[config.mk]
export PLATFORM = sky130hd
export DESIGN_NAME = ussa_alu
export DESIGN_NICKNAME = d
export VERILOG_FILES = /design/src/include/ussa_pkg.sv /design/src/verilog/ussa_clamp.sv /design/src/verilog/ussa_alu.sv
export SDC_FILE = /design/constraint.sdc
export NUM_CORES = 1
export LEC_CHECK = 0
export BUFFER_PORTS_ARGS = -buffer_cell sky130_fd_sc_hd__buf_2
export CAP_MARGIN = 20
export CORE_UTILIZATION = 31
export CTS_CLUSTER_DIAMETER = 150
export DETAILED_ROUTE_END_ITERATION = 10
export MAX_ROUTING_LAYER = met4
export SYNTH_ARGS = -nofsm -noshare
export SYNTH_HDL_FRONTEND = slang
export SYNTH_SLANG_ARGS = --single-unit
[constraint.sdc]
create_clock -name hclk -period 7.6 [get_ports hclk]
set_clock_uncertainty 0.2 [all_clocks]
set_input_delay 0.38 -clock hclk [delete_from_list [all_inputs] [get_ports hclk]]
set_output_delay 0.38 -clock hclk [all_outputs]
set_load 0.05 [all_outputs]
[src/include/ussa_pkg.sv]
package ussa_pkg;

    // Register byte offsets
    localparam logic [7:0] OFS_OPERAND_A = 8'h00;
    localparam logic [7:0] OFS_OPERAND_B = 8'h04;
    localparam logic [7:0] OFS_ACCUM     = 8'h08;
    localparam logic [7:0] OFS_CTRL      = 8'h0C;
    localparam logic [7:0] OFS_RESULT    = 8'h10;
    localparam logic [7:0] OFS_STATUS    = 8'h14;

    // Status register bit positions
    localparam int STAT_SAT_POS     = 0;
    localparam int STAT_UNPRED_POS  = 1;
    localparam int STAT_UNDEF_POS   = 2;

    // Reset values
    localparam logic [31:0] WORD_RESET = 32'h0000_0000;

    // Lane geometry
    localparam int HALF_W      = 16;
    localparam int BYTE_W      = 8;
    localparam int HALF_EXT_W  = 18;
    localparam int BYTE_EXT_W  = 10;
    localparam int SAD_W       = 10;
    localparam logic [4:0] HALF_SAT_POS = 5'h10;
    localparam logic [3:0] BYTE_SAT_POS = 4'h8;

    // Register numbers that give unpredictable results, and the accumulate field value that means none
    localparam logic [3:0] REG_NUM_STACK = 4'hD;
    localparam logic [3:0] REG_NUM_PC    = 4'hF;
    localparam logic [3:0] REG_NUM_NONE  = 4'hF;

    localparam logic [2:0] HSIZE_WORD = 3'h2;

    typedef enum logic [3:0] {
        OP_SAT_ADD_SUB_EXCHANGE = 4'h0,
        OP_SAT_SUB_ADD_EXCHANGE = 4'h1,
        OP_SAT_SUB_HALFWORDS    = 4'h2,
        OP_SAT_SUB_BYTES        = 4'h3,
        OP_BYTE_ABS_DIFF_SUM    = 4'h4,
        OP_BYTE_ABS_DIFF_SUM_ACC = 4'h5,
        OP_WORD_UNSIGNED_SAT    = 4'h6,
        OP_DUAL_HALF_UNSIGNED_SAT = 4'h7
    } ussa_op_type;

    // Gray coded along idle -> write -> read wait; idle -> read flips both bits
    typedef enum logic [1:0] {
        BUS_IDLE  = 2'b00,
        BUS_WRITE = 2'b01,
        BUS_READ  = 2'b11
    } ussa_bus_type;

    // Control word; first field is the most significant
    typedef struct packed {
        logic [3:0]  src_m;
        logic [3:0]  src_n;
        logic [3:0]  dest;
        logic [3:0]  accumulate_register_field;
        logic [1:0]  shift_amount_low;
        logic [2:0]  shift_amount_high;
        logic        shift_type_bit;
        logic [4:0]  sat_imm;
        logic        cond_pass;
        ussa_op_type op;
    } ussa_ctrl_type;

    typedef struct packed {
        logic sticky_saturation_flag;
        logic unpredictable;
        logic undefined;
        logic done;
    } ussa_flags_type;

endpackage

[src/verilog/ussa_clamp.sv]
`timescale 1ns/1ns
module ussa_clamp #(
    parameter int IN_W  = 18,
    parameter int OUT_W = 16,
    parameter int POS_W = 5
) (
    // Signed intermediate and clamp position
    input  wire logic signed [IN_W-1:0]  val,
    input  wire logic [POS_W-1:0]        pos,
    // Clamped value and saturation indication
    output logic [OUT_W-1:0]             res,
    output logic                         sat
);
    localparam logic [IN_W-1:0] ONE = {{(IN_W-1){1'b0}}, 1'b1};

    logic [IN_W-1:0] limit;

    always_comb begin
        limit = (ONE << pos) - ONE;
        if (val[IN_W-1]) begin
            res = '0;
            sat = 1'b1;
        end else if ($unsigned(val) > limit) begin
            res = limit[OUT_W-1:0];
            sat = 1'b1;
        end else begin
            res = val[OUT_W-1:0];
            sat = 1'b0;
        end
    end
endmodule

[src/verilog/ussa_alu.sv]
// Our own choices: the register addresses and the AHB-Lite register port.
`timescale 1ns/1ns
module ussa_alu
    import ussa_pkg::*;
#(
    parameter bit HAVE_DSP = 1'b1
) (
    // Clock and reset
    input  wire logic        hclk,
    input  wire logic        hresetn,
    // AHB-Lite slave
    input  wire logic        hsel,
    input  wire logic [31:0] haddr,
    input  wire logic [1:0]  htrans,
    input  wire logic        hwrite,
    input  wire logic [2:0]  hsize,
    input  wire logic [31:0] hwdata,
    input  wire logic        hready,
    output logic [31:0]      hrdata,
    output logic             hreadyout,
    output logic             hresp,
    // Datapath results toward write-back
    output logic [31:0]      result,
    output ussa_pkg::ussa_flags_type flags
);
    import ussa_pkg::*;

    typedef struct packed {
        ussa_bus_type   phase;
        logic [7:0]     addr;
        logic           wr_word;
        logic [31:0]    hrdata;
        logic           hreadyout;
        logic           hresp;
        logic [31:0]    opa;
        logic [31:0]    opb;
        logic [31:0]    acc;
        ussa_ctrl_type  ctrl;
        logic           go;
        logic [31:0]    result;
        ussa_flags_type flags;
    } ussa_state_type;

    // Reset image in one place; bus comes up ready, datapath idle
    localparam ussa_state_type STATE_RESET = '{
        phase:     BUS_IDLE,
        addr:      8'h00,
        wr_word:   1'b0,
        hrdata:    WORD_RESET,
        hreadyout: 1'b1,
        hresp:     1'b0,
        opa:       WORD_RESET,
        opb:       WORD_RESET,
        acc:       WORD_RESET,
        ctrl:      WORD_RESET,
        go:        1'b0,
        result:    WORD_RESET,
        flags:     4'h0
    };

    ussa_state_type q;
    ussa_state_type d;

    // Lane operands and clamp outputs
    logic signed [HALF_EXT_W-1:0] half_in  [2];
    logic [HALF_W-1:0]            half_res [2];
    logic                         half_sat [2];
    logic [4:0]                   half_pos;
    logic signed [BYTE_EXT_W-1:0] byte_in  [4];
    logic [BYTE_W-1:0]            byte_res [4];
    logic                         byte_sat [4];
    logic [31:0]                  shifted;
    logic [31:0]                  word_res;
    logic                         word_sat;
    logic [4:0]                   shift_amt;
    logic [SAD_W-1:0]             sad_sum;
    logic [BYTE_EXT_W-1:0]        abs_diff [4];

    // Decode results
    ussa_op_type                  eff_op;
    logic                         is_undef;
    logic                         is_unpred;
    logic                         uses_m;
    logic [31:0]                  op_result;
    logic                         op_sat;

    always_comb begin
        shift_amt = {q.ctrl.shift_amount_high, q.ctrl.shift_amount_low};
        // No carry input exists: the shifted operand cannot see it
        if (q.ctrl.shift_type_bit) begin
            shifted = $unsigned($signed(q.opa) >>> shift_amt);
        end else begin
            shifted = q.opa << shift_amt;
        end
    end

    always_comb begin
        eff_op = q.ctrl.op;
        is_undef = 1'b0;
        if (q.ctrl.op == OP_BYTE_ABS_DIFF_SUM_ACC &&
            q.ctrl.accumulate_register_field == REG_NUM_NONE) begin
            eff_op = OP_BYTE_ABS_DIFF_SUM;
        end
        if (q.ctrl.op == OP_WORD_UNSIGNED_SAT && q.ctrl.shift_type_bit && shift_amt == 5'h00) begin
            if (HAVE_DSP) begin
                eff_op = OP_DUAL_HALF_UNSIGNED_SAT;
            end else begin
                is_undef = 1'b1;
            end
        end
        if (q.ctrl.op > OP_DUAL_HALF_UNSIGNED_SAT) begin
            is_undef = 1'b1;
        end
    end

    always_comb begin
        uses_m = (eff_op != OP_WORD_UNSIGNED_SAT) && (eff_op != OP_DUAL_HALF_UNSIGNED_SAT);
        is_unpred = (q.ctrl.dest == REG_NUM_STACK) || (q.ctrl.dest == REG_NUM_PC) ||
                    (q.ctrl.src_n == REG_NUM_STACK) || (q.ctrl.src_n == REG_NUM_PC) ||
                    (uses_m && (q.ctrl.src_m == REG_NUM_STACK || q.ctrl.src_m == REG_NUM_PC));
        if (eff_op == OP_BYTE_ABS_DIFF_SUM_ACC && q.ctrl.accumulate_register_field == REG_NUM_STACK) begin
            is_unpred = 1'b1;
        end
    end

    // Halfword lane operands, 18-bit signed so nothing wraps
    always_comb begin
        half_pos = HALF_SAT_POS;
        case (eff_op)
            OP_SAT_ADD_SUB_EXCHANGE: begin
                half_in[0] = $signed({2'b00, q.opa[15:0]}) - $signed({2'b00, q.opb[31:16]});
                half_in[1] = $signed({2'b00, q.opa[31:16]}) + $signed({2'b00, q.opb[15:0]});
            end
            OP_SAT_SUB_ADD_EXCHANGE: begin
                half_in[0] = $signed({2'b00, q.opa[15:0]}) + $signed({2'b00, q.opb[31:16]});
                half_in[1] = $signed({2'b00, q.opa[31:16]}) - $signed({2'b00, q.opb[15:0]});
            end
            OP_DUAL_HALF_UNSIGNED_SAT: begin
                half_in[0] = {{2{q.opa[15]}}, q.opa[15:0]};
                half_in[1] = {{2{q.opa[31]}}, q.opa[31:16]};
                half_pos = {1'b0, q.ctrl.sat_imm[3:0]};
            end
            default: begin
                half_in[0] = $signed({2'b00, q.opa[15:0]}) - $signed({2'b00, q.opb[15:0]});
                half_in[1] = $signed({2'b00, q.opa[31:16]}) - $signed({2'b00, q.opb[31:16]});
            end
        endcase
    end

    // Byte lanes serve both the saturating subtract and the absolute difference sum
    always_comb begin
        sad_sum = '0;
        for (int i = 0; i < 4; i++) begin
            byte_in[i] = $signed({2'b00, q.opa[i*BYTE_W +: BYTE_W]}) -
                         $signed({2'b00, q.opb[i*BYTE_W +: BYTE_W]});
            abs_diff[i] = byte_in[i][BYTE_EXT_W-1] ? $unsigned(-byte_in[i]) : $unsigned(byte_in[i]);
            sad_sum = sad_sum + abs_diff[i];
        end
    end

    for (genvar g = 0; g < 2; g++) begin : g_half
        ussa_clamp #(
            .IN_W  (HALF_EXT_W),
            .OUT_W (HALF_W),
            .POS_W (5)
        ) u_half (
            .val (half_in[g]),
            .pos (half_pos),
            .res (half_res[g]),
            .sat (half_sat[g])
        );
    end

    for (genvar g = 0; g < 4; g++) begin : g_byte
        ussa_clamp #(
            .IN_W  (BYTE_EXT_W),
            .OUT_W (BYTE_W),
            .POS_W (4)
        ) u_byte (
            .val (byte_in[g]),
            .pos (BYTE_SAT_POS),
            .res (byte_res[g]),
            .sat (byte_sat[g])
        );
    end

    ussa_clamp #(
        .IN_W  (32),
        .OUT_W (32),
        .POS_W (5)
    ) u_word (
        .val ($signed(shifted)),
        .pos (q.ctrl.sat_imm),
        .res (word_res),
        .sat (word_sat)
    );

    // Result and saturation per operation
    always_comb begin
        op_sat = 1'b0;
        case (eff_op)
            OP_SAT_ADD_SUB_EXCHANGE,
            OP_SAT_SUB_ADD_EXCHANGE,
            OP_SAT_SUB_HALFWORDS: begin
                op_result = {half_res[1], half_res[0]};
            end
            OP_SAT_SUB_BYTES: begin
                op_result = {byte_res[3], byte_res[2], byte_res[1], byte_res[0]};
            end
            OP_BYTE_ABS_DIFF_SUM: begin
                op_result = {{(32-SAD_W){1'b0}}, sad_sum};
            end
            OP_BYTE_ABS_DIFF_SUM_ACC: begin
                op_result = q.acc + {{(32-SAD_W){1'b0}}, sad_sum};
            end
            OP_WORD_UNSIGNED_SAT: begin
                op_result = word_res;
                op_sat = word_sat;
            end
            OP_DUAL_HALF_UNSIGNED_SAT: begin
                op_result = {half_res[1], half_res[0]};
                op_sat = half_sat[0] | half_sat[1];
            end
            default: begin
                op_result = q.result;
            end
        endcase
    end

    function automatic logic [31:0] read_mux(input ussa_state_type s);
        logic [31:0] v;
        v = WORD_RESET;
        case (s.addr)
            OFS_OPERAND_A: v = s.opa;
            OFS_OPERAND_B: v = s.opb;
            OFS_ACCUM:     v = s.acc;
            OFS_CTRL:      v = s.ctrl;
            OFS_RESULT:    v = s.result;
            OFS_STATUS: begin
                v[STAT_SAT_POS]    = s.flags.sticky_saturation_flag;
                v[STAT_UNPRED_POS] = s.flags.unpredictable;
                v[STAT_UNDEF_POS]  = s.flags.undefined;
            end
            default:       v = WORD_RESET;
        endcase
        return v;
    endfunction

    always_comb begin
        d = q;
        d.go = 1'b0;
        d.flags.done = 1'b0;
        // Data phase of the previous transfer
        case (q.phase)
            BUS_WRITE: begin
                if (q.wr_word) begin
                    case (q.addr)
                        OFS_OPERAND_A: d.opa = hwdata;
                        OFS_OPERAND_B: d.opb = hwdata;
                        OFS_ACCUM:     d.acc = hwdata;
                        OFS_CTRL: begin
                            d.ctrl = hwdata;
                            d.go = 1'b1;
                        end
                        OFS_STATUS: begin
                            if (hwdata[STAT_SAT_POS]) begin
                                d.flags.sticky_saturation_flag = 1'b0;
                            end
                        end
                        default: d.opa = q.opa;
                    endcase
                end
            end
            BUS_READ: begin
                // Wait state lets a write just before the read land first
                d.hrdata = read_mux(q);
                d.hreadyout = 1'b1;
            end
            default: d.hrdata = q.hrdata;
        endcase
        // Address phase
        d.phase = BUS_IDLE;
        if (hsel && htrans[1] && hready) begin
            d.addr = haddr[7:0];
            d.wr_word = (hsize == HSIZE_WORD);
            if (hwrite) begin
                d.phase = BUS_WRITE;
            end else begin
                d.phase = BUS_READ;
                d.hreadyout = 1'b0;
            end
        end
        // Execute after the write; a set here beats a clear above
        if (q.go) begin
            d.flags.done = 1'b1;
            // Undefined reported even when the condition fails
            d.flags.undefined = is_undef;
            if (q.ctrl.cond_pass && !is_undef) begin
                // Unpredictable cases still write; software sees the flag
                d.result = op_result;
                d.flags.unpredictable = is_unpred;
                if (op_sat) begin
                    d.flags.sticky_saturation_flag = 1'b1;
                end
            end
        end
    end

    always_ff @(posedge hclk or negedge hresetn) begin
        if (!hresetn) begin
            q <= STATE_RESET;
        end else begin
            q <= d;
        end
    end

    assign hrdata    = q.hrdata;
    assign hreadyout = q.hreadyout;
    assign hresp     = q.hresp;
    assign result    = q.result;
    assign flags     = q.flags;

endmodule

After elaboration in Yosys (flattened, before gate mapping)
Cells that the tools add are included.
{"block": "word_totals", "regBits": 209, "in_bits": 74, "out_inout_bits": 70}
{"block": "classes", "addsub": 20, "n_lt_le_gt_ge": 8, "eq_ne": 27, "shift": 4, "n_mux": 50, "bitwise": 1, "reduce_logical": 26}
{"op": "one-hot mux 32 bit (5 select lines)", "n": 1}
{"op": "one-hot mux 29 bit (5 select lines)", "n": 1}
{"op": "one-hot mux 36 bit (3 select lines)", "n": 1}
{"op": "2-to-1 mux 32 bit", "n": 3}
{"op": "subtractor 16 x 16 -> 17 bit", "n": 4}
{"op": "2-to-1 mux 16 bit", "n": 4}
{"op": "2-to-1 mux 8 bit", "n": 8}
{"op": "greater-than comparator 10 x 8 -> 1 bit, second input constant", "n": 4}
{"op": "2-to-1 mux 10 bit", "n": 4}
{"op": "negator 9 -> 10 bit", "n": 4}
{"op": "greater-than comparator 18 bit", "n": 2}
{"op": "subtractor 8 x 8 -> 9 bit", "n": 4}
{"op": "adder 16 x 16 -> 17 bit", "n": 2}
{"op": "adder 32 x 10 -> 32 bit", "n": 1}
{"op": "equality test 4 bit, second input constant", "n": 8}
{"op": "greater-than comparator 32 bit", "n": 1}
{"op": "left shift 1 x 5 -> 32 bit, first input constant", "n": 1}
{"op": "left shift 32 x 5 -> 32 bit", "n": 1}
{"op": ">>> shifter 32 x 5 -> 32 bit", "n": 1}
{"op": "subtractor 32 x 1 -> 32 bit, second input constant", "n": 1}
{"op": "adder 10 bit", "n": 3}
{"op": "equality test 4 x 3 -> 1 bit, second input constant", "n": 6}
{"op": "2-to-1 mux 1 bit", "n": 19}
{"op": "one-hot mux 3 bit (6 select lines)", "n": 1}
{"op": "28 further kinds", "n": 51}

Depth between registers and ports, before layout
Gate-level depths: netlist of the first run.
{"block": "logic_depth", "ltp_word": 16, "ltp_mapped": 32, "mapped_depth_nobuf": 30}

Modules after synthesis
A second synthesis of the first run with hierarchy kept.
{"block": "hier_totals", "hier_cells": 3484, "area_unflattened_um2": 28641.2}
{"module": "ussa_alu", "n_inst": 1, "cells_per_inst": 2495, "area_each_um2": 21593.2, "seq_area_each_um2": 5231.3}
{"module": "ussa_clamp (g_half[0].u_half ...)", "n_inst": 2, "cells_per_inst": 211, "area_each_um2": 1416.4, "seq_area_each_um2": 0.0}
{"module": "ussa_clamp (g_byte[0].u_byte ...)", "n_inst": 4, "cells_per_inst": 79, "area_each_um2": 551.8, "seq_area_each_um2": 0.0}
{"module": "ussa_clamp (u_word)", "n_inst": 1, "cells_per_inst": 251, "area_each_um2": 2008.2, "seq_area_each_um2": 0.0}

Least setup slack after synthesis of the first run
No wires, ideal clock.
{"block": "synth_timing", "kind": "flip-flop to flip-flop", "startpoint": "reg q[157] (netlist name)", "endpoint": "reg q, in the netlist result[20]", "setup_ps": 128, "arrival_ps": 6669, "required_time_ps": 7272, "slack_ps": 603, "stages_incl_launch_ff": 32, "cell_sequence": "dfrtp_1 -> clkbuf_1 -> inv_1 -> ha_1 -> inv_1 -> fa_1 -> a21o_1 -> a21oi_1 -> o21ai_0 -> a21oi_1 -> o21ai_0 -> fa_1 -> inv_1 -> fa_1 -> inv_1 -> ha_1 -> fa_1 -> a21o_1 -> a21oi_1 -> o21bai_1 -> a21oi_1 -> xnor2_1 -> ha_1 -> o21a_1 -> nor2_1 -> a21oi_1 -> a31oi_1 -> clkbuf_1 -> nor3_1 -> xnor2_1 -> a221oi_1 -> o22ai_1"}
{"block": "synth_via", "elab_chain_cells": 6, "word_cells_on_any_way": 19}
{"element": "start: declaration", "line": "ussa_alu.sv:61", "text": "ussa_state_type q;"}
{"element": "start signal: assignment", "line": "ussa_alu.sv:311", "text": "q <= STATE_RESET;"}
{"element": "start signal: assignment", "line": "ussa_alu.sv:313", "text": "q <= d;"}
{"element": "subtractor 8 x 8 -> 9 bit, or another cell as far along", "line": "ussa_alu.sv:154", "text": "byte_in[i] = $signed({2'b00, q.opa[i*BYTE_W +: BYTE_W]}) -"}
{"element": "negator 9 -> 10 bit, or another cell as far along", "line": "ussa_alu.sv:156", "text": "abs_diff[i] = byte_in[i][BYTE_EXT_W-1] ? $unsigned(-byte_in[i]) : $unsigned(byte_in[i]);"}
{"element": "2-to-1 mux 10 bit, or another cell as far along", "line": "ussa_alu.sv:156"}
{"element": "adder 10 bit, or another cell as far along", "line": "ussa_alu.sv:157", "text": "sad_sum = sad_sum + abs_diff[i];"}
{"element": "adder 32 x 10 -> 32 bit, or another cell as far along", "line": "ussa_alu.sv:214", "text": "op_result = q.acc + {{(32-SAD_W){1'b0}}, sad_sum};"}
{"element": "one-hot mux 32 bit (5 select lines) (*)", "line": "ussa_alu.sv:201", "text": "case (eff_op)"}
Mark *: on every way between the ends. The rest lies on a longest branch, timed or not.
A chain may end at the register's enable or synchronous reset.

Worst setup path after layout of the first run
{"block": "layout_timing", "startpoint": "reg q[125] (netlist name)", "endpoint": "reg q, in the netlist result[15]"}
{"block": "layout_via", "elab_chain_cells": 6, "word_cells_on_any_way": 12}
{"element": "subtractor 8 x 8 -> 9 bit, or another cell as far along", "line": "ussa_alu.sv:154"}
{"element": "negator 9 -> 10 bit / one-hot mux 36 bit (3 select lines) (equally long branches)", "line": "ussa_alu.sv:156, ussa_alu.sv:129"}
{"element": "2-to-1 mux 10 bit / greater-than comparator 18 bit (equally long branches)", "line": "ussa_alu.sv:156, ussa_clamp.sv:23"}
{"element": "adder 10 bit / 2-to-1 mux 16 bit (equally long branches)", "line": "ussa_alu.sv:157, ussa_clamp.sv:23"}
{"element": "adder 32 x 10 -> 32 bit / 2-to-1 mux 16 bit (equally long branches)", "line": "ussa_alu.sv:214, ussa_clamp.sv:20"}
{"element": "one-hot mux 32 bit (5 select lines) (*)", "line": "ussa_alu.sv:201"}
Marked as above.

==> results of run 1 <==
## layout by cell type, fill, tap and decap left out, drive strengths merged, types with 35 or more instances in the layout
cell type	n
dfrtp	208
a21oi	220
dlygate4sd3	44
nor2	250
nand2	339
clkbuf	35
a21o	64
mux2	113
buf	244
ha	190
xor2	35
mux4	63
o211ai	35
mux2i	92
o21ai	255
xnor2	75
a221oi	44
nor3	55
nand3	63
inv	143
## critical path: stages, from the launching register on
cell and delay (ps):
sky130_fd_sc_hd__dfrtp_1 430, sky130_fd_sc_hd__ha_1 180, sky130_fd_sc_hd__inv_1 70, sky130_fd_sc_hd__fa_1 420, sky130_fd_sc_hd__a21o_1 190, sky130_fd_sc_hd__a21oi_2 220
sky130_fd_sc_hd__o21ai_0 170, sky130_fd_sc_hd__a21o_1 270, sky130_fd_sc_hd__nor2_1 130, sky130_fd_sc_hd__xor2_1 290, sky130_fd_sc_hd__fa_1 470, sky130_fd_sc_hd__fa_1 560
sky130_fd_sc_hd__inv_1 70, sky130_fd_sc_hd__ha_1 300, sky130_fd_sc_hd__a21o_1 190, sky130_fd_sc_hd__a21oi_1 220, sky130_fd_sc_hd__xnor2_1 170, sky130_fd_sc_hd__ha_1 250
sky130_fd_sc_hd__a2111oi_0 780, sky130_fd_sc_hd__nor3_2 130, sky130_fd_sc_hd__o31ai_1 250, sky130_fd_sc_hd__buf_4 180, sky130_fd_sc_hd__a21oi_1 80, sky130_fd_sc_hd__buf_6 210
sky130_fd_sc_hd__and4_1 210, sky130_fd_sc_hd__xnor2_1 120, sky130_fd_sc_hd__o221a_2 240, sky130_fd_sc_hd__o22ai_1 150
## area by class of cell
type                    count  share of cell area
clock inverters             9             0.00381
clock buffers              35              0.0258
well taps                1040              0.0477
repair buffers            288              0.0743
flip-flops and latches    209               0.192
multi-input cells        2378               0.636
inverters                 144              0.0198
## final timing paths
path                                    startpoint                      to  slack (ps)  cells after the start
worst max-delay path            q[125]$_DFFE_PN0P_  result[15]$_DFFE_PN0P_         380                     27
worst min-delay path                       hresetn       q[96]$_DFFE_PN0P_         150                      2
worst max register to register  q[125]$_DFFE_PN0P_  result[15]$_DFFE_PN0P_         380                     27
worst min register to register     q[36]$_DFF_PN0_      flags[0]$_DFF_PN0_         250                      0
max in group asynchronous                  hresetn       q[51]$_DFFE_PN0P_        5560                      3
min in group hclk                           hready        q[208]$_DFF_PN0_         200                      3
## stage by stage
stage / utilization / total power, mW / instance area, um^2 / hold slack [ps] / setup slack, ps
final: 0.351 / 5.76 / 27300 / 149 / 382
after detailed placement: 0.333 / 4.39 / 25900 / 194 / 283
after global placement: 0.333 / 4.39 / 25900 / 202 / 320
after global routing: 0.351 / 6.12 / 27300 / 213 / 14.3
after floorplan: - / 3.48 / 24500 / -116 / 603
after CTS: 0.349 / 5.65 / 27200 / 170 / 270
## sequential cells by signal, summed over array words and instances (netlist names)
signal	cells
q	140
hrdata	32
result	32
flags	4
hreadyout	1
## cell families (layout without fill, tap and decap cells)
family / Yosys count / in the layout / share of synthesized area
compound gates: 901 / 901 / 0.237
simple gates: 876 / 876 / 0.163
buf+inv: 425 / 476 / 0.0794
mux: 268 / 268 / 0.148
fa+ha+maj: 217 / 217 / 0.119
flops: 209 / 209 / 0.214
xor+xnor: 110 / 110 / 0.0394
other cells: 2 / 6 / 0.000307
## where the power goes
part	internal, mW	switching, mW
logic	1.31	2.02
registers	1.15	0.0531
clock network	0.710	0.518
## repair_timing
action                                  CTS  global route
buffers inserted                          0             2
endpoints found under the hold margin   181             0
endpoints found under the setup margin    0            21
hold buffers                             44             0
gates resized for setup                   0            11
## routing by layer
| layer | share of wire | track usage |
|---|---|---|
| met5 | 0 | - |
| met3 | 0.084 | 0.0290 |
| met1 | 0.42 | 0.375 |
| met4 | 0.054 | 0.128 |
| met2 | 0.44 | 0.427 |
==> impl_results.md, run 1 <==
- Dominant cell by count in the synthesized netlist: sky130_fd_sc_hd__nand2_1
- Residual overflow from global routing: 0
- Critical Path Fanout Max: 10
- Mapped Area: 0.0244 mm^2
- Async set or reset register ratio after synthesis: 1.00
- Top FF cell, synth: sky130_fd_sc_hd__dfrtp_1
- Root buffer selected by CTS: sky130_fd_sc_hd__clkbuf_16
- Kind of start point of the critical path: flip-flop
- Remaining antenna violation count after routing: 0
- Residual DRC count: 0
- Die ar.: about 0.08 mm^2
- Relative slew margins: 0.335
- Routed length per instance: 27.1 um
- Router iterations before antenna repair: 5
- Antenna fix cells: 0
- Core Rows: 102
- Fraction of final layout cells with drive strength greater than 1: 0.168
- Maximum number of pins on one net before global-route repair: 75
- Clock tree sinks: 209
- Non-filler instance count after layout: between 4000 and 5000
- Pin slew with the least headroom to its limit: 990 ps
- Final HPWL from detailed placement: 88100 um
- Per-instance average area after synthesis: 8.13 um^2
- Post-synth top area share: 0.213
- Count of unique library cells instantiated by Yosys: just over 90
- Sequential cell area: 0.00524 mm^2
- Result of the run: completed
- Setup repair after global routing missed its margin: false
- Sequential share of the synthesized area: 0.214
- Global-route usage over all layers: 0.281
- Period utilization: 0.950
- Number of flip-flops and latches in the synthesized netlist: 209
- Largest cells by area after synthesis: sky130_fd_sc_hd__dfrtp_1 (21%), sky130_fd_sc_hd__ha_1 (9.7%), sky130_fd_sc_hd__mux4_2 (5.8%)
- Number of cells after detailed placement: about 4000
- Max Transition Viols Final: 0
- CTS clock-pin slew for the worst setup and hold paths: 60 ps
- Post-synth top area cell: sky130_fd_sc_hd__dfrtp_1
- Capturing element type of the critical path: flip-flop
- Post-synth EDFFs: 0
- Critical path type: flip-flop to flip-flop
- Worst IR Drop VDD: between 0.0002 and 0.0003 V
- Routed vias: between 20000 and 25000
- Cts bufs inserted: 25
- Net count, final: 3337
- Number of warnings printed during yosys synthesis: 0
- Later-pin clock latency in the skew report: just under 600 ps
- F_max: ~140 MHz
- Clock tree from TritonCTS: yes
- Number of instances in the synthesized netlist: ~3000
- Maximum count of clock buffers along a single path: 3
- Wire length of the first global-routing pass: between 150000 and 200000 um
- Vias per Instance: 5.94
- Number of fillers in the final layout: approximately 8200
- Width of the die: ~280 um
- Number of global-route vias before repair: 22600
- Power density relative to cell area: 211 mW/mm^2
- Max-capacitance violation count: 0
- WP data required: 7890 ps
- Initial antenna violation count: 4
- GPL Wtd Cong: 1.09
- # setup viols final: 0
- Deepest level of the CTS H-tree: 1
- Final Hold Fails: 0
- CP Data Arrival Time: approximately 7500 ps
- Height of the chip: 283 um
- Worst hold path type: input pin to asynchronous set/reset pin
- Wire length after detailed routing: 111000 um
- Leakage power figure: 12.0 nW
- Layout overhead on the synthesized area: 11.5%
- # IOs: 144
- Core Box Area: 0.0777 mm^2
- Starting density of the core: 0.315
- Minimum clock period after layout: 7220 ps
- Drt first-iter violations: 2865
- Area used by multi-input combinational logic: roughly 0.017 mm^2
- Count of buffers from port buffering: 117
- List of most frequent post-synthesis cells: sky130_fd_sc_hd__nand2_1 (339), sky130_fd_sc_hd__nor2_1 (249), sky130_fd_sc_hd__o21ai_0 (247)
- Setup TNS Final: 0 ps
Power figures use the tool's default switching activity.
==> run 2: changes to the inputs <==
--- a/config.mk
+++ b/config.mk
@@ -7,9 +7,11 @@
 export LEC_CHECK = 0
 export BUFFER_PORTS_ARGS = -buffer_cell sky130_fd_sc_hd__buf_2
 export CAP_MARGIN = 20
+export CORE_ASPECT_RATIO = 0.7
 export CORE_UTILIZATION = 31
 export CTS_CLUSTER_DIAMETER = 150
 export DETAILED_ROUTE_END_ITERATION = 10
+export HOLD_SLACK_MARGIN = 0.15
 export MAX_ROUTING_LAYER = met4
 export SYNTH_ARGS = -nofsm -noshare
 export SYNTH_HDL_FRONTEND = slang
==> impl_results.md, run 2 (synthesized netlist as in run 1, its figures left out) <==
- Layout overhead on the synthesized area: 11.4%
- Wire length after detailed routing: 114000 um (+2.2%)
- Result of the run: completed
- Highest-count cells in the layout ignoring fill and taps: sky130_fd_sc_hd__nand2_1 (337), sky130_fd_sc_hd__nor2_1 (249), sky130_fd_sc_hd__o21ai_0 (247)
- Routed length per instance: 27.7 um (+2.1%)
- Width of the die: 338 um (+19%)
- Clock tree from TritonCTS: yes
- Worst IR Drop VDD: 0.000285 V (+0.35%)
- Residual DRC count: 0 (unchanged)
- Non-filler instance count after layout: 4106 (+0.073%)
- Clock tree sinks: 209 (unchanged)
- Root buffer selected by CTS: sky130_fd_sc_hd__clkbuf_16
- Register name with the most flops: q
- Setup repair after global routing missed its margin: false
- Largest incremental delay on the critical path: 530 ps (-250 ps)
- Global-route usage over all layers: 0.286 (+0.00568)
- Wire length of the first global-routing pass: 162000 um (+2.1%)
- Leakage power figure: 12.0 nW (-0.30%)
- CP max-delay cell: sky130_fd_sc_hd__fa_1
- Maximum count of clock buffers along a single path: 3 (unchanged)
- GPL Wtd Cong: 1.06 (-2.9%)
- Critical Path Fanout Max: 17 (+7)
- Max Transition Viols Final: 0 (unchanged)
- Maximum number of pins on one net before global-route repair: 91 (+21%)
- Residual overflow from global routing: 0 (unchanged)
- Initial antenna violation count: 4 (unchanged)
- Number of flip-flops in the largest register: 140 (unchanged)
- Remaining antenna violation count after routing: 0 (unchanged)
- Core Rows: 85 (-17%)
- Summed area of non-filler cells in the final layout: 0.0272 mm^2 (-0.16%)
- Die ar.: 0.0800 mm^2 (about the same)
- Relative slew margins: 0.233 (-0.102)
- # IOs: 144 (unchanged)
- Cts bufs inserted: 25 (unchanged)
- Deepest level of the CTS H-tree: 1 (unchanged)
- Drt first-iter violations: 3316 (+16%)
- Critical path type: flip-flop to flip-flop
- WP data required: 7900 ps (about the same)
- Number of global-route vias before repair: 22600 (-0.084%)
- Max-capacitance violation count: 0 (unchanged)
- Power density relative to cell area: 211 mW/mm^2 (-0.36%)
- Most common library cell in the layout ignoring fill and taps: sky130_fd_sc_hd__nand2_1
- Final HPWL from detailed placement: 89900 um (+2.0%)
- Pin slew with the least headroom to its limit: 1140 ps (+155 ps)
- Minimum clock period after layout: 7220 ps (+4.27 ps)
- Number of fillers in the final layout: 8215 (-0.085%)
- Router iterations before antenna repair: 10 (+5)
- Later-pin clock latency in the skew report: 600 ps (+20 ps)
- F_max: 138 MHz (about the same)
- Final Hold Fails: 0 (unchanged)
- Setup TNS Final: 0 ps (unchanged)
- Cell area after placement: 0.0259 mm^2 (about the same)
- Number of cells after detailed placement: 4011 (unchanged)
- Kind of start point of the critical path: flip-flop
- Buffers inserted during post-CTS setup optimization: 0 (unchanged)
- CP Data Arrival Time: 7520 ps (about the same)
- # setup viols final: 0 (unchanged)
- Fraction of final layout cells with drive strength greater than 1: 0.166 (-0.00234)
- Count of buffers from port buffering: 117 (unchanged)
- Height of the chip: 237 um (-16%)
- Capturing element type of the critical path: flip-flop
- Routed vias: 24400 (+0.39%)
- CTS clock-pin slew for the worst setup and hold paths: 60 ps (about the same)
- Net count, final: 3331 (-0.18%)
- Period utilization: 0.950 (about the same)
- Vias per Instance: 5.95 (+0.31%)
- Worst hold path type: input pin to flip-flop
- Starting density of the core: 0.316 (+0.00121)
- Core Box Area: 0.0774 mm^2 (-0.38%)
==> run 2: where the power goes <==
group / switching [mW] / internal [mW] / leakage, nW
sequential: 0.0451 / 1.15 / 2.52
clock: 0.556 / 0.687 / 0.393
combinational: 2.00 / 1.29 / 9.08
total: 2.61 / 3.13 / 12.0
==> run 2: worst max-delay path: cells and delay by family (launching register included) <==
family	cells	cell delay, ps
xor+xnor	1	120
compound gates	15	2760
fa+ha+maj	7	2570
simple gates	3	640
buf+inv	5	420
flops	1	380
==> run 2: area by class of cell <==
class | count | area (um^2) | share of cell area
diodes | 4 | 10.0 | 0.000368
clock buffers | 35 | 703 | 0.0258
clock inverters | 10 | 106 | 0.00391
inverters | 144 | 541 | 0.0199
multi-input cells | 2378 | 17300 | 0.637
flip-flops and latches | 209 | 5240 | 0.192
well taps | 1044 | 1310 | 0.0480
repair buffers | 282 | 1980 | 0.0726
==> run 2: worst paths after layout <==
path / start / to / slack (ps) / cells after the start
max: q[141]$_DFFE_PN0P_ / result[26]$_DFFE_PN0P_ / 380 / 31
min: htrans[1] / q[208]$_DFF_PN0_ / 200 / 3
max reg2reg: q[141]$_DFFE_PN0P_ / result[26]$_DFFE_PN0P_ / 380 / 31
min reg2reg: q[36]$_DFF_PN0_ / flags[0]$_DFF_PN0_ / 240 / 0
max in group asynchronous: hresetn / q[202]$_DFFE_PN0P_ / 5530 / 3
min in group asynchronous: hresetn / q[58]$_DFFE_PN0P_ / 210 / 2
==> run 2: layer usage <==
metal  share of wire  track usage  routed length, um  vias up
met5               0            -                  0        -
met4           0.031       0.0750               3530        0
met3            0.12       0.0821              13900      138
met2            0.40        0.383              45200     1353
met1            0.45        0.413              51000    12000
li1                -            -                  -    11000
==> run 2: per-stage QoR <==
stage	total power [mW]	worst slack (ps)	hold WS [ps]	utilization
floorplan	3.48	603	-116	-
global placement	4.42	311	224	0.335
detailed placement	4.41	207	224	0.335
CTS	5.69	164	177	0.351
global route	6.12	11.4	248	0.352
finish	5.73	377	200	0.352
==> run 2: repair_timing <==
item / in CTS / in global routing
setup endpoints to repair: 0 / 20
hold endpoints to repair: 227 / 0
hold buffers: 44 / 0
resized for setup: 0 / 9
